**src/timer_cc_pkg.sv**
```systemverilog
package timer_cc_pkg;
  // Overview of operation
  // RL1: Master trigger source code 001 drives the counter enable out as trigger.
  // RL2: Sync bit makes the timer slave and master at once, starting both together.
  // RL3: Trigger select 100 takes the master timer trigger output as trigger input.
  // RL4: Trigger slave mode starts the counter on an active edge and sets trigger flag.
  // RL5: Direction zero means output compare with free access; nonzero means input.
  // RL6: Bus reaches preload only; capture fills shadow then preload; compare copies back.
  // RL7: Input mode value is read-only; preload freezes during a two-byte read.
  // RL8: Output mode writes high byte first; shadow update waits for the low byte.
  // RL9: Pin is sampled, filtered, edge detected with polarity, prescaled to capture.
  // RL10: A capture edge latches the counter, sets capture flag, may raise interrupt.
  // RL11: A capture while the capture flag is set also sets overcapture.
  // RL12: Capture flag clears on zero write or low byte read; overcapture on zero write.
  // RL13: Filter code 0011 accepts a level after eight identical samples.
  // RL14: Polarity zero captures rising edges, one captures falling edges.
  // RL15: Prescaler code zero captures on every accepted edge.
  // RL16: Pin edges capture counter values only while the channel enable bit is set; a software event captures regardless, but in input mode only.
  // RL17: Direction 01 uses own input; 10 uses the neighbouring channel input.
  // RL18: Reset slave mode clears the counter on the selected filtered edge.
  // RL19: A software event bit produces a capture event and its interrupt.
  // RL20: Compare mode 101 forces reference high, 100 low; pin follows polarity.
  // RL21: Forced outputs still compare, set match flags and raise interrupts.
  // RL22: Reference is active high; polarity applies only at the final pin stage.
  // RL23: Captures during a frozen read reach shadow, then preload after the read.
  localparam logic [7:0]  OFS_CTRL           = 8'h00;
  localparam logic [7:0]  OFS_STATUS         = 8'h04;
  localparam logic [7:0]  OFS_IRQ_EN         = 8'h08;
  localparam logic [7:0]  OFS_EVENT          = 8'h0C;
  localparam logic [7:0]  OFS_COUNT          = 8'h28;
  localparam logic [7:0]  OFS_CH_MODE [2]    = '{8'h10, 8'h14};
  localparam logic [7:0]  OFS_VAL_HI [2]     = '{8'h18, 8'h20};
  localparam logic [7:0]  OFS_VAL_LO [2]     = '{8'h1C, 8'h24};
  localparam logic [2:0]  MMS_ENABLE         = 3'h1;
  localparam logic [2:0]  MMS_OC1REF         = 3'h4;
  localparam logic [2:0]  SMS_RESET          = 3'h4;
  localparam logic [2:0]  SMS_TRIGGER        = 3'h6;
  localparam logic [2:0]  TS_INTERNAL        = 3'h4;
  localparam logic [2:0]  TS_FP1             = 3'h5;
  localparam logic [2:0]  TS_FP2             = 3'h6;
  localparam logic [2:0]  OCM_FORCE_LOW      = 3'h4;
  localparam logic [2:0]  OCM_FORCE_HIGH     = 3'h5;
  localparam logic [1:0]  DIR_OUTPUT         = 2'h0;
  localparam logic [1:0]  DIR_NEIGHBOUR      = 2'h2;
  localparam logic [3:0]  FILT_8             = 4'h3;
  localparam logic [2:0]  CNT3_ZERO          = 3'h0;
  localparam logic [2:0]  CNT3_ONE           = 3'h1;
  localparam logic [2:0]  CNT3_MAX           = 3'h7;
  localparam logic [15:0] CNT_RST            = 16'h0000;
  localparam logic [15:0] CNT_STEP           = 16'h0001;

  typedef struct packed {
    logic [7:0]  paddr;
    logic        pwrite;
    logic [31:0] pwdata;
    logic        psel;
    logic        penable;
  } apb_req_s;

  typedef struct packed {
    logic       master_slave_sync_bit;
    logic [2:0] trigger_input_select;
    logic [2:0] slave_mode_select;
    logic [2:0] master_trigger_source_select;
    logic       counter_enable_signal;
  } ctrl_s;

  typedef struct packed {
    logic [2:0] output_compare_mode;
    logic       channel_enable_bit;
    logic       channel_polarity;
    logic [1:0] input_prescaler_setting;
    logic [3:0] input_filter_setting;
    logic [1:0] channel_direction_select;
  } ch_cfg_s;

  typedef struct packed {
    logic [1:0] channel_overcapture_flag;
    logic [1:0] channel_capture_flag;
    logic       trigger_flag;
  } status_s;

  typedef struct packed {
    logic [1:0] channel_sw_event;
    logic       update_generation;
  } event_s;

  localparam ctrl_s   CTRL_RST = '0;
  localparam ch_cfg_s CFG_RST  = '0;
  localparam status_s STAT_RST = '0;
  localparam event_s  EVT_NONE = '0;

  function automatic logic [2:0] psc_limit(input logic [1:0] code);
    psc_limit = 3'((4'h1 << code) - 4'h1);
  endfunction : psc_limit

  function automatic logic [2:0] filt_limit(input logic [3:0] code);
    filt_limit = (code > FILT_8) ? CNT3_MAX : psc_limit(code[1:0]);
  endfunction : filt_limit
endpackage : timer_cc_pkg

```
**src/timer_cc_channels.sv**
```systemverilog
// Added by the designer: the APB register port and the address map.
`timescale 1ns/1ps
module timer_cc_channels (
  input  wire logic                   clk_sys,
  input  wire logic                   rstn,
  input  wire timer_cc_pkg::apb_req_s apb_req,
  output logic [31:0]                 prdata,
  output logic                        pready,
  output logic                        pslverr,
  input  wire logic [1:0]             timer_input,
  input  wire logic                   trigger_in,
  output logic                        trigger_out,
  output logic                        irq_request,
  output logic [1:0]                  compare_reference_signal,
  output logic [1:0]                  compare_out
);
  import timer_cc_pkg::*;

  ctrl_s       ctrl_q;
  ctrl_s       ctrl_d;
  ctrl_s       ctrl_wr;
  ch_cfg_s     cfg_q [2];
  status_s     stat_q;
  status_s     stat_d;
  status_s     stat_set;
  status_s     stat_clr;
  event_s      evt;
  logic [1:0]  irq_en_q;
  logic [15:0] cnt_q;
  logic [15:0] cnt_d;
  logic [31:0] prdata_q;
  logic [31:0] rdata;
  logic        pready_q;
  logic        pslverr_q;
  logic        trig_out_q;
  logic        trig_out_d;
  logic        irq_q;
  logic        trg_prev_q;
  logic        trg_evt_q;
  logic [1:0]  s1_q;
  logic [1:0]  s2_q;
  logic [1:0]  filt_q;
  logic [1:0]  lvl_q;
  logic [1:0]  ref_q;
  logic [1:0]  out_q;
  logic [1:0]  hold_q;
  logic [1:0]  frz_q;
  logic [2:0]  fcnt_q [2];
  logic [2:0]  pcnt_q [2];
  logic [15:0] pre_q [2];
  logic [15:0] shd_q [2];
  logic [1:0]  in_mode;
  logic [1:0]  fp;
  logic [1:0]  lvl;
  logic [1:0]  edg;
  logic [1:0]  psc_hit;
  logic [1:0]  cap_evt;
  logic [1:0]  latch;
  logic [1:0]  match;
  logic [1:0]  flag_set;
  logic [1:0]  ovr_set;
  logic [1:0]  ref_d;
  logic [1:0]  out_d;
  logic [1:0]  wr_hi;
  logic [1:0]  wr_lo;
  logic [1:0]  rd_lo;
  logic [1:0]  rd_hi_on;
  logic [1:0]  wr_cfg;
  logic [7:0]  addr;
  logic [7:0]  wbyte;
  logic        req;
  logic        acc;
  logic        wr;
  logic        rd;
  logic        mapped;
  logic        wr_ctrl;
  logic        wr_stat;
  logic        wr_ien;
  logic        wr_evt;
  logic        wr_cnt;
  logic        trg_lvl;
  logic        trg_edge;
  logic        trg_evt;
  logic        trg_eff;
  logic        start_now;
  logic        start;
  logic        clr_cnt;
  logic        irq_d;
  logic [2:0]  master_trigger_source_select;
  logic [2:0]  slave_mode_select;
  logic [2:0]  trigger_input_select;
  logic        master_slave_sync_bit;
  logic        counter_enable_signal;

  // Bus decode. A transfer takes effect at the edge where pready is high.
  assign addr    = apb_req.paddr;
  assign wbyte   = apb_req.pwdata[7:0];
  assign req     = apb_req.psel & apb_req.penable;
  assign acc     = req & pready_q;
  assign wr      = acc & apb_req.pwrite;
  assign rd      = acc & ~apb_req.pwrite;
  assign wr_ctrl = wr & (addr == OFS_CTRL);
  assign wr_stat = wr & (addr == OFS_STATUS);
  assign wr_ien  = wr & (addr == OFS_IRQ_EN);
  assign wr_evt  = wr & (addr == OFS_EVENT);
  assign wr_cnt  = wr & (addr == OFS_COUNT);
  assign mapped  = addr inside {OFS_CTRL, OFS_STATUS, OFS_IRQ_EN, OFS_EVENT, OFS_COUNT,
                                OFS_CH_MODE[0], OFS_CH_MODE[1], OFS_VAL_HI[0],
                                OFS_VAL_HI[1], OFS_VAL_LO[0], OFS_VAL_LO[1]};
  assign ctrl_wr = ctrl_s'(apb_req.pwdata[$bits(ctrl_s)-1:0]);
  assign evt     = wr_evt ? event_s'(apb_req.pwdata[$bits(event_s)-1:0]) : EVT_NONE;

  assign master_trigger_source_select = ctrl_q.master_trigger_source_select;
  assign slave_mode_select            = ctrl_q.slave_mode_select;
  assign trigger_input_select         = ctrl_q.trigger_input_select;
  assign master_slave_sync_bit        = ctrl_q.master_slave_sync_bit;
  assign counter_enable_signal        = ctrl_q.counter_enable_signal;

  // Trigger controller.
  assign trg_lvl   = (trigger_input_select == TS_INTERNAL) ? trigger_in : // RL3
                     (trigger_input_select == TS_FP1) ? fp[0] :
                     (trigger_input_select == TS_FP2) ? fp[1] : 1'h0;
  assign trg_edge  = trg_lvl & ~trg_prev_q;
  assign trg_evt   = trg_edge & ((slave_mode_select == SMS_RESET) |
                                 (slave_mode_select == SMS_TRIGGER));
  assign trg_eff   = master_slave_sync_bit ? trg_evt_q : trg_evt; // RL2
  assign start_now = trg_evt & (slave_mode_select == SMS_TRIGGER);
  assign start     = trg_eff & (slave_mode_select == SMS_TRIGGER); // RL4
  assign clr_cnt   = trg_eff & (slave_mode_select == SMS_RESET); // RL18

  always_comb begin
    ctrl_d = wr_ctrl ? ctrl_wr : ctrl_q;
    ctrl_d.counter_enable_signal = start | ctrl_d.counter_enable_signal; // RL4
  end

  assign trig_out_d = (master_trigger_source_select == MMS_ENABLE) ? // RL1
                      (ctrl_d.counter_enable_signal | start_now) :
                      (master_trigger_source_select == MMS_OC1REF) ? ref_d[0] : 1'h0;

  assign cnt_d = (evt.update_generation | clr_cnt) ? CNT_RST : // RL18
                 wr_cnt ? apb_req.pwdata[15:0] :
                 counter_enable_signal ? cnt_q + CNT_STEP : cnt_q;

  // Status flags. A hardware set wins over a clear in the same cycle.
  assign stat_set = {ovr_set, flag_set, trg_evt}; // RL4
  assign stat_clr = ({$bits(status_s){wr_stat}} & ~apb_req.pwdata[$bits(status_s)-1:0]) |
                    {2'h0, rd_lo & in_mode, 1'h0}; // RL12
  assign stat_d   = stat_set | (stat_q & ~stat_clr);
  assign irq_d    = |(stat_d.channel_capture_flag & irq_en_q); // RL10

  always_comb begin
    rdata = 32'h0;
    case (addr)
      OFS_CTRL:       rdata = 32'(ctrl_q);
      OFS_STATUS:     rdata = 32'(stat_q);
      OFS_IRQ_EN:     rdata = 32'(irq_en_q);
      OFS_COUNT:      rdata = 32'(cnt_q);
      OFS_CH_MODE[0]: rdata = 32'(cfg_q[0]);
      OFS_CH_MODE[1]: rdata = 32'(cfg_q[1]);
      OFS_VAL_HI[0]:  rdata = 32'(pre_q[0][15:8]); // RL6
      OFS_VAL_HI[1]:  rdata = 32'(pre_q[1][15:8]);
      OFS_VAL_LO[0]:  rdata = 32'(pre_q[0][7:0]);
      OFS_VAL_LO[1]:  rdata = 32'(pre_q[1][7:0]);
      default:        rdata = 32'h0;
    endcase
  end

  always_ff @(posedge clk_sys) begin
    if (!rstn) begin
      pready_q  <= 1'h0;
      pslverr_q <= 1'h0;
      prdata_q  <= 32'h0;
    end else begin
      pready_q  <= req & ~pready_q;
      pslverr_q <= req & ~pready_q & ~mapped;
      if (req & ~pready_q) begin
        prdata_q <= rdata;
      end
    end
  end

  always_ff @(posedge clk_sys) begin
    if (!rstn) begin
      ctrl_q     <= CTRL_RST;
      stat_q     <= STAT_RST;
      irq_en_q   <= 2'h0;
      cnt_q      <= CNT_RST;
      trg_prev_q <= 1'h0;
      trg_evt_q  <= 1'h0;
      trig_out_q <= 1'h0;
      irq_q      <= 1'h0;
    end else begin
      ctrl_q     <= ctrl_d;
      stat_q     <= stat_d;
      cnt_q      <= cnt_d;
      trg_prev_q <= trg_lvl;
      trg_evt_q  <= trg_evt;
      trig_out_q <= trig_out_d;
      irq_q      <= irq_d;
      if (wr_ien) begin
        irq_en_q <= apb_req.pwdata[1:0];
      end
    end
  end

  for (genvar i = 0; i < 2; i++) begin : g_ch
    localparam int OTHER = 1 - i;
    assign in_mode[i]  = cfg_q[i].channel_direction_select != DIR_OUTPUT; // RL5
    assign fp[i]       = filt_q[i] ^ cfg_q[i].channel_polarity; // RL9
    assign lvl[i]      = (cfg_q[i].channel_direction_select == DIR_NEIGHBOUR) ? // RL17
                         filt_q[OTHER] : filt_q[i];
    assign edg[i]      = (lvl[i] ^ cfg_q[i].channel_polarity) & // RL14
                         ~(lvl_q[i] ^ cfg_q[i].channel_polarity);
    assign psc_hit[i]  = pcnt_q[i] == psc_limit(cfg_q[i].input_prescaler_setting); // RL15
    assign cap_evt[i]  = (in_mode[i] & cfg_q[i].channel_enable_bit & edg[i] & psc_hit[i]) | // RL16
                         evt.channel_sw_event[i]; // RL19
    assign latch[i]    = cap_evt[i] & in_mode[i]; // RL10
    assign match[i]    = ~in_mode[i] & counter_enable_signal & (cnt_q == shd_q[i]); // RL21
    assign flag_set[i] = cap_evt[i] | match[i];
    assign ovr_set[i]  = latch[i] & stat_q.channel_capture_flag[i]; // RL11
    assign wr_hi[i]    = wr & (addr == OFS_VAL_HI[i]) & ~in_mode[i]; // RL7
    assign wr_lo[i]    = wr & (addr == OFS_VAL_LO[i]) & ~in_mode[i];
    assign rd_lo[i]    = rd & (addr == OFS_VAL_LO[i]);
    assign rd_hi_on[i] = req & ~apb_req.pwrite & (addr == OFS_VAL_HI[i]) & in_mode[i];
    assign wr_cfg[i]   = wr & (addr == OFS_CH_MODE[i]);
    assign ref_d[i]    = in_mode[i] ? 1'h0 : // RL20
                         (cfg_q[i].output_compare_mode == OCM_FORCE_HIGH) ? 1'h1 :
                         (cfg_q[i].output_compare_mode == OCM_FORCE_LOW) ? 1'h0 : ref_q[i];
    assign out_d[i]    = ~in_mode[i] & cfg_q[i].channel_enable_bit & // RL22
                         (ref_d[i] ^ cfg_q[i].channel_polarity);

    always_ff @(posedge clk_sys) begin
      if (!rstn) begin
        s1_q[i]   <= 1'h0;
        s2_q[i]   <= 1'h0;
        filt_q[i] <= 1'h0;
        fcnt_q[i] <= CNT3_ZERO;
        lvl_q[i]  <= 1'h0;
        pcnt_q[i] <= CNT3_ZERO;
        cfg_q[i]  <= CFG_RST;
        shd_q[i]  <= CNT_RST;
        pre_q[i]  <= CNT_RST;
        hold_q[i] <= 1'h0;
        frz_q[i]  <= 1'h0;
        ref_q[i]  <= 1'h0;
        out_q[i]  <= 1'h0;
      end else begin
        s1_q[i]  <= timer_input[i]; // RL9
        s2_q[i]  <= s1_q[i];
        lvl_q[i] <= lvl[i];
        ref_q[i] <= ref_d[i];
        out_q[i] <= out_d[i];
        if (s2_q[i] == filt_q[i]) begin // RL13
          fcnt_q[i] <= CNT3_ZERO;
        end else if (fcnt_q[i] == filt_limit(cfg_q[i].input_filter_setting)) begin
          filt_q[i] <= s2_q[i];
          fcnt_q[i] <= CNT3_ZERO;
        end else begin
          fcnt_q[i] <= fcnt_q[i] + CNT3_ONE;
        end
        if (edg[i] & cfg_q[i].channel_enable_bit) begin // RL15
          pcnt_q[i] <= psc_hit[i] ? CNT3_ZERO : pcnt_q[i] + CNT3_ONE;
        end
        if (wr_cfg[i]) begin
          cfg_q[i] <= ch_cfg_s'(apb_req.pwdata[$bits(ch_cfg_s)-1:0]);
        end
        if (latch[i]) begin // RL6
          shd_q[i] <= cnt_q;
        end else if (~in_mode[i] & ~hold_q[i]) begin // RL8
          shd_q[i] <= pre_q[i];
        end
        if (in_mode[i]) begin
          if (~frz_q[i] & ~rd_hi_on[i]) begin // RL23
            pre_q[i] <= shd_q[i];
          end
        end else begin
          if (wr_hi[i]) begin
            pre_q[i][15:8] <= wbyte;
          end
          if (wr_lo[i]) begin
            pre_q[i][7:0] <= wbyte;
          end
        end
        hold_q[i] <= wr_hi[i] | (hold_q[i] & ~wr_lo[i] & ~in_mode[i]); // RL8
        frz_q[i]  <= rd_hi_on[i] | (frz_q[i] & ~rd_lo[i] & in_mode[i]); // RL7
      end
    end
  end

  assign prdata                   = prdata_q;
  assign pready                   = pready_q;
  assign pslverr                  = pslverr_q;
  assign trigger_out              = trig_out_q;
  assign irq_request              = irq_q;
  assign compare_reference_signal = ref_q;
  assign compare_out              = out_q;
endmodule : timer_cc_channels

```
**config.mk**
```make
export PLATFORM = sky130hd
export DESIGN_NAME = timer_cc_channels
export DESIGN_NICKNAME = d
export VERILOG_FILES = /design/src/timer_cc_pkg.sv /design/src/timer_cc_channels.sv
export SDC_FILE = /design/constraint.sdc
export NUM_CORES = 1
export LEC_CHECK = 0
export ABC_AREA = 1
export BUFFER_PORTS_ARGS = -buffer_cell sky130_fd_sc_hd__buf_2
export CORE_MARGIN = 2
export CORE_UTILIZATION = 30
export CTS_CLUSTER_DIAMETER = 30
export DETAILED_ROUTE_END_ITERATION = 8
export HOLD_SLACK_MARGIN = 0.12
export PLACE_DENSITY = 0.55
export SLEW_MARGIN = 20
export SYNTH_ARGS = -nofsm -noshare
export SYNTH_HDL_FRONTEND = slang
export SYNTH_SLANG_ARGS = --single-unit
```
**constraint.sdc**
```tcl
create_clock -name clk_sys -period 2.7 [get_ports clk_sys]
set_input_delay 0.54 -clock clk_sys [delete_from_list [all_inputs] [get_ports clk_sys]]
set_output_delay 0.54 -clock clk_sys [all_outputs]
set_load 0.1 [all_outputs]
```
==> metrics.sh, run 1 <==
STATUS='completed'
GP_CONGESTION=0.9406
DIEWIDTH_UM=179.7
MAX-CLOCK-PATH-BUFFERS=2
FIRST_GLOBAL_VIAS=7687
ROUTEDWLPERCELL_UM=19.21
CRITICAL_PATH_CLASS='reg -> reg'
SYNTHDOMINANTCELLAREASHARE_PCT=33.08
P_LEAK_nW=4.354
FINAL_LAYOUT_SIZE_SUFFIX_GT1_SHARE_PCT=13.34
TNS_NS=0
TIMING.FINAL.CRIT_SHARE_PCT=89.11
FINAL_COMMON_CELL='sky130_fd_sc_hd__nand2_1'
NUM-NETS-FINAL=1277
HOLD_VIOLATIONS=0
GRT_SETUP_UNREPAIRED='no'
MAX-CAP-VIOLATIONS=0
ANTENNA_FOUND_INITIAL=1
GRT_USE_TOTAL_PCT=19.20
SYNTH_FF_TYPE='sky130_fd_sc_hd__edfxtp_1'
HTREE_NUM_LEVELS=4
FINALCRITICALPERIOD_NS=2.406
FINAL_MAX_SLEW_VIOL_COUNT=0
CHIP_HEIGHT_UM=179.7
TOP_LIBRARY_CELLS_BY_USAGE_IN_THE_LAYOUT_FILL_AND_TAPS_ASIDE='sky130_fd_sc_hd__nand2_1 (213), sky130_fd_sc_hd__nor2_1 (138), sky130_fd_sc_hd__inv_1 (124)'
GRT-OVFL-TOTAL=0
POWER-PER-CELL-AREA_mW_PER_MM2=552.0
CLOCK_LATENCY_NS=0.44
GRT_PASS1_WL_UM=46910
ACHIEVABLE-FREQUENCY_MHz=415.6
PORTBUFFERS=55
FINAL.SETUP_SKEW_NS=0.009398
TOTAL_VIA_COUNT_IN_THE_ROUTED_DESIGN=8320
SYNTHARSTFLOPSHARE_PCT=0
VDD.IR_DROP.WORST_mV=0.4240
INITIAL_UTILIZATION_PCT=30.35
TIMING.CRITICAL_PATH.FROM_TYPE='flip-flop'
SYNTH-SEQ-CELLS=174
UTILIZATION_AFTER_LAYOUT_PCT=34.98
DP_HPWL_UM=23620
NETLIST_INSTANCES=1151
ROW_COUNT=64
FIRST_PASS_ITERS=5
TOTAL_DIE_AREA_MM2=0.03228
GRT_START_MAX_NET_PINS=39
WORST_EP_REQUIRED_TIME_NS=2.88
RELSLEWSLACK_PCT=43.30
COREAREA_MM2=0.03051
CTS.SINK_COUNT=174
STARTING_DRC_COUNT_IN_DETAILED_ROUTING=853
SYN-CELL-AREA_MM2=0.009259
POST-ROUTE-DRC-COUNT=0
HOLD_PATH_CLASS='in -> reg'
SYNTH.TOP_CELLS.BY_AREA='sky130_fd_sc_hd__edfxtp_1 (33%), sky130_fd_sc_hd__dfxtp_1 (16%), sky130_fd_sc_hd__nand2_1 (8.6%)'
FINALSETUPVIOLCOUNT=0
WORST_SLEW_PIN_SLEW_NS=0.8505
POST_CTS_HOLD_BUFFER_COUNT=0
SYNTH_ENABLE_FLOP_CELLS=102
IOPINCOUNT=88
YS_WARN_COUNT=0
SYN_AVG_CELL_AREA_UM2=8.044
WORST-PATH-MAX-FANOUT=25
END_KIND='flip-flop'
ROUTE.DETAILED.VIAS_PER_INST=5.095
FINAL_ANTENNA_NET_COUNT=0
INSERTEDDIODECOUNT=0
PATH_CLK_SLEW_NS=0.07
CTS-RESIZED-GATES=0
SYNTH_TOP_CELL_BY_AREA='sky130_fd_sc_hd__edfxtp_1'
CRIT_ARRIVAL_NS=2.59
ROUTED_WIRELENGTH_UM=31360
SHARE_OF_THE_YOSYS_CHIP_AREA_BELONGING_TO_REGISTERS_PCT=48.65
POST-CTS-SETUP-BUFFERS=0
SYNTH.LIB_CELLS_USED.DISTINCT=44
AREA_GROWTH_SYN_TO_LAYOUT_PCT=15.27
CTS_TREE='built'
TOTAL_CTS_BUFFERS=17
CLK_ROOT_BUFFER_CELL='sky130_fd_sc_hd__clkbuf_16'
## registers in the layout, indices dropped and copies added (netlist names), 5 cells and up
signal  flops
cnt_q      16
cfg_q      26
pcnt_q      6
shd_q      32
fcnt_q      6
prdata     16
stat_q      5
pre_q      32
## synth_stat cells (all sizes together) (2+ instances only)
| library cell | number |
|---|---|
| or2 | 7 |
| o22ai | 28 |
| nor3 | 20 |
| buf | 32 |
| a22oi | 4 |
| nor4 | 2 |
| nand3 | 107 |
| xor2 | 18 |
| mux2 | 6 |
| ha | 5 |
| nand4 | 13 |
| inv | 130 |
| edfxtp | 102 |
| a21oi | 60 |
| o21ai | 91 |
| dfxtp | 72 |
| nand3b | 2 |
| conb | 2 |
| clkinv | 3 |
| nor2 | 149 |
| a31oi | 3 |
| nand2 | 213 |
| clkbuf | 32 |
| a21boi | 16 |
| xnor2 | 26 |
| o221ai | 3 |
## layer usage
| layer | up-vias | wire length [um] | GRT usage, % |
|---|---|---|---|
| li1 | 3942 | - | - |
| met1 | 3943 | 13770 | 26.64 |
| met5 | - | 0 | 0 |
| met4 | 0 | 805 | 5.659 |
| met3 | 57 | 2577 | 3.383 |
| met2 | 378 | 14210 | 30.62 |
## final timing paths
kind	from	to	slack [ns]	cells after the start
worst max-delay path	cfg_q[1][1]	shd_q[1][6]	0.29	9
worst min-delay path	timer_input[0]	s1_q[0]	0.28	3
worst max register to register	cfg_q[1][1]	shd_q[1][6]	0.29	9
worst min register to register	s1_q[0]	s2_q[0]	0.42	2
## cells by family (layout without fill, tap and decap cells)
logic type      Yosys count  in the layout  synth area share [%]
xor+xnor                 44             44                 4.162
fa+ha+maj                 5              5                0.6757
buf+inv                 197            263                 9.095
flops                   174            174                 48.65
mux                       6              6                0.8513
compound gates          209            209                 12.50
other cells               2             22               0.08111
simple gates            514            514                 23.99
## per-stage QoR
stage	worst slack, ns	hold WS, ns	instance area [um^2]	power (mW)	instances
after global placement	0.2155	0.4040	10090	3.510	1601
after CTS	0.3316	0.2777	10670	5.921	1633
final	0.2940	0.2823	10670	5.891	1633
after floorplan	0.05326	0.3905	9340	3.354	1171
after global routing	0.1168	0.2922	10670	6.071	1633
after detailed placement	0.2102	0.4034	10090	3.517	1601
## report_power, final
part	leakage (nW)	internal, mW	total (mW)	switching, mW
combinational	2.41	0.120	0.507	0.387
sequential	1.67	2.89	2.95	0.0610
clock	0.269	1.23	2.43	1.20
## area by class of cell
class	count	area, um^2
Clock inverter	15	153.9
Sequential cell	174	4506
Inverter	133	499.2
Multi-Input combinational cell	800	3995
Tap cell	396	495.5
Clock buffer	17	425.4
Timing Repair Buffer	98	598.1
Fill cell	3207	19840
## worst max-delay path, cell delays in order, from the launching register on
cell	delay, ns
sky130_fd_sc_hd__edfxtp_1	0.47
sky130_fd_sc_hd__nor2_4	0.22
sky130_fd_sc_hd__inv_2	0.14
sky130_fd_sc_hd__nor2_4	0.12
sky130_fd_sc_hd__inv_2	0.08
sky130_fd_sc_hd__or2_1	0.53
sky130_fd_sc_hd__buf_4	0.32
sky130_fd_sc_hd__nand2_1	0.06
sky130_fd_sc_hd__o21ai_0	0.08
sky130_fd_sc_hd__a21boi_0	0.13
No activity file was read; power rests on OpenSTA's default activity.
==> inputs of run 2 (changes only) <==
--- a/config.mk
+++ b/config.mk
@@ -13,6 +13,7 @@
 export DETAILED_ROUTE_END_ITERATION = 8
 export HOLD_SLACK_MARGIN = 0.12
 export PLACE_DENSITY = 0.55
+export RECOVER_POWER = 50
 export SLEW_MARGIN = 20
 export SYNTH_ARGS = -nofsm -noshare
 export SYNTH_HDL_FRONTEND = slang
==> run 2 against run 1 <==
Against the previous run:
- count of clock-buffer cells in the layout did not move
- clock skew rose by 0.0030 ns
- clock power about the same
- critical path type unchanged
- highest routed layer unchanged
==> metrics.sh, run 2 (synthesis results as in run 1) <==
TOTAL_CTS_BUFFERS=17
FINAL_CELL_AREA_MM2=0.01057
PLACE_WORST_SETUP_SLACK_NS=0.2102
MAX-CAP-VIOLATIONS=0
GRT-OVFL-TOTAL=0
CHIP_HEIGHT_UM=179.7
WORST_SLEW_PIN_SLEW_NS=1.199
CLOCK_LATENCY_NS=0.44
ROUTE.DETAILED.VIAS_PER_INST=5.080
STATUS='completed'
DP_HPWL_UM=23620
INITIAL_UTILIZATION_PCT=30.35
CTS-RESIZED-GATES=0
TIMING.CRITICAL_PATH.FROM_TYPE='flip-flop'
RELSLEWSLACK_PCT=20.40
FINAL_COMMON_CELL='sky130_fd_sc_hd__nand2_1'
SETUP_WS_NS=0.2961
FINAL_ANTENNA_NET_COUNT=0
MAX-CLOCK-PATH-BUFFERS=2
WORST_EP_REQUIRED_TIME_NS=2.88
FINAL-INSTANCE-COUNT-EXCL-FILL=1633
TIMING.HOLD.WS_NS=0.2817
POWER-PER-CELL-AREA_mW_PER_MM2=556.0
AREA_GROWTH_SYN_TO_LAYOUT_PCT=14.19
IOPINCOUNT=88
REG2REG_DEPTH=9
P_LEAK_nW=4.205
ROUTEDWLPERCELL_UM=19.22
GRT_PASS1_WL_UM=46910
DIEWIDTH_UM=179.7
DPL.CELL_COUNT=1601
HOLD_PATH_CLASS='in -> reg'
CTS_TREE='built'
FIRST_GLOBAL_VIAS=7687
WORST-PATH-MAX-FANOUT=25
CRIT_ARRIVAL_NS=2.59
FINALCRITICALPERIOD_NS=2.404
NUM-NETS-FINAL=1277
TOTAL_VIA_COUNT_IN_THE_ROUTED_DESIGN=8296
CRITICAL_PATH_CLASS='reg -> reg'
FINAL_LAYOUT_SIZE_SUFFIX_GT1_SHARE_PCT=9.782
FINAL.SETUP_SKEW_NS=0.01237
POST_CTS_HOLD_BUFFER_COUNT=0
FILLERINSTANCES=3227
POST-ROUTE-DRC-COUNT=0
COREAREA_MM2=0.03051
TOTAL_DIE_AREA_MM2=0.03228
HOLD_VIOLATIONS=0
CTS.SINK_COUNT=174
HTREE_NUM_LEVELS=4
FINAL_MAX_SLEW_VIOL_COUNT=0
TOP_LIBRARY_CELLS_BY_USAGE_IN_THE_LAYOUT_FILL_AND_TAPS_ASIDE='sky130_fd_sc_hd__nand2_1 (213), sky130_fd_sc_hd__nor2_1 (142), sky130_fd_sc_hd__inv_1 (125)'
GRT_START_MAX_NET_PINS=39
PATH_CLK_SLEW_NS=0.07
STARTING_DRC_COUNT_IN_DETAILED_ROUTING=855
GRT_SETUP_UNREPAIRED='no'
POST-CTS-SETUP-BUFFERS=0
FIRST_PASS_ITERS=5
VDD.IR_DROP.WORST_mV=0.4252
ROW_COUNT=64
GRT_USE_TOTAL_PCT=19.20
P_TOTAL_mW=5.879
TIMING.FINAL.CRIT_SHARE_PCT=89.03
ACHIEVABLE-FREQUENCY_MHz=416.0
CLK_ROOT_BUFFER_CELL='sky130_fd_sc_hd__clkbuf_16'
WORSTHOLDPATHCELLS=3
ROUTED_WIRELENGTH_UM=31390
INSERTEDDIODECOUNT=0
TNS_NS=0
PORTBUFFERS=55
TOP_REGS='pre_q x32, shd_q x32, cfg_q x26'
FINALSETUPVIOLCOUNT=0
GP_CONGESTION=0.9406
ANTENNA_FOUND_INITIAL=1
UTILIZATION_AFTER_LAYOUT_PCT=34.65
END_KIND='flip-flop'
PLACEMENT.CELL_AREA_MM2=0.01009
## run 2: metal layers
metal  global-route usage, %  part of all wire [%]
met5                       0                     0
met4                   5.659                   2.1
met3                   3.383                   7.8
met2                   30.62                    46
met1                   26.64                    45
## run 2: critical path, cell delays in order, from the launching register on
cell and delay [ns]:
sky130_fd_sc_hd__edfxtp_1 0.47, sky130_fd_sc_hd__nor2_4 0.22, sky130_fd_sc_hd__inv_2 0.14, sky130_fd_sc_hd__nor2_4 0.12, sky130_fd_sc_hd__inv_2 0.08, sky130_fd_sc_hd__or2_1 0.52
sky130_fd_sc_hd__buf_4 0.32, sky130_fd_sc_hd__nand2_1 0.06, sky130_fd_sc_hd__o21ai_0 0.08, sky130_fd_sc_hd__a21boi_0 0.12
## run 2: path summary, 6_finish.rpt
check                  from           to  slack, ns
min          timer_input[0]      s1_q[0]       0.28
max reg2reg     cfg_q[1][1]  shd_q[1][6]       0.30
max             cfg_q[1][1]  shd_q[1][6]       0.30
min reg2reg         s1_q[0]      s2_q[0]       0.42
## run 2: final cells by class
type                            count  area, um^2  area share (%)
Sequential cell                   174        4504           42.60
Multi-Input combinational cell    800        3969           37.54
Timing Repair Buffer               98       525.5           4.970
Inverter                          133       499.2           4.722
Tap cell                          396       495.5           4.686
Clock buffer                       17       425.4           4.024
Clock inverter                     15       153.9           1.456
## run 2: report_power, final
part | internal (mW) | leakage (nW) | total [mW] | switching, mW
Combinational | 0.114 | 2.26 | 0.498 | 0.384
Sequential | 2.89 | 1.67 | 2.95 | 0.0608
Clock | 1.23 | 0.269 | 2.43 | 1.20
Total | 4.23 | 4.20 | 5.88 | 1.65
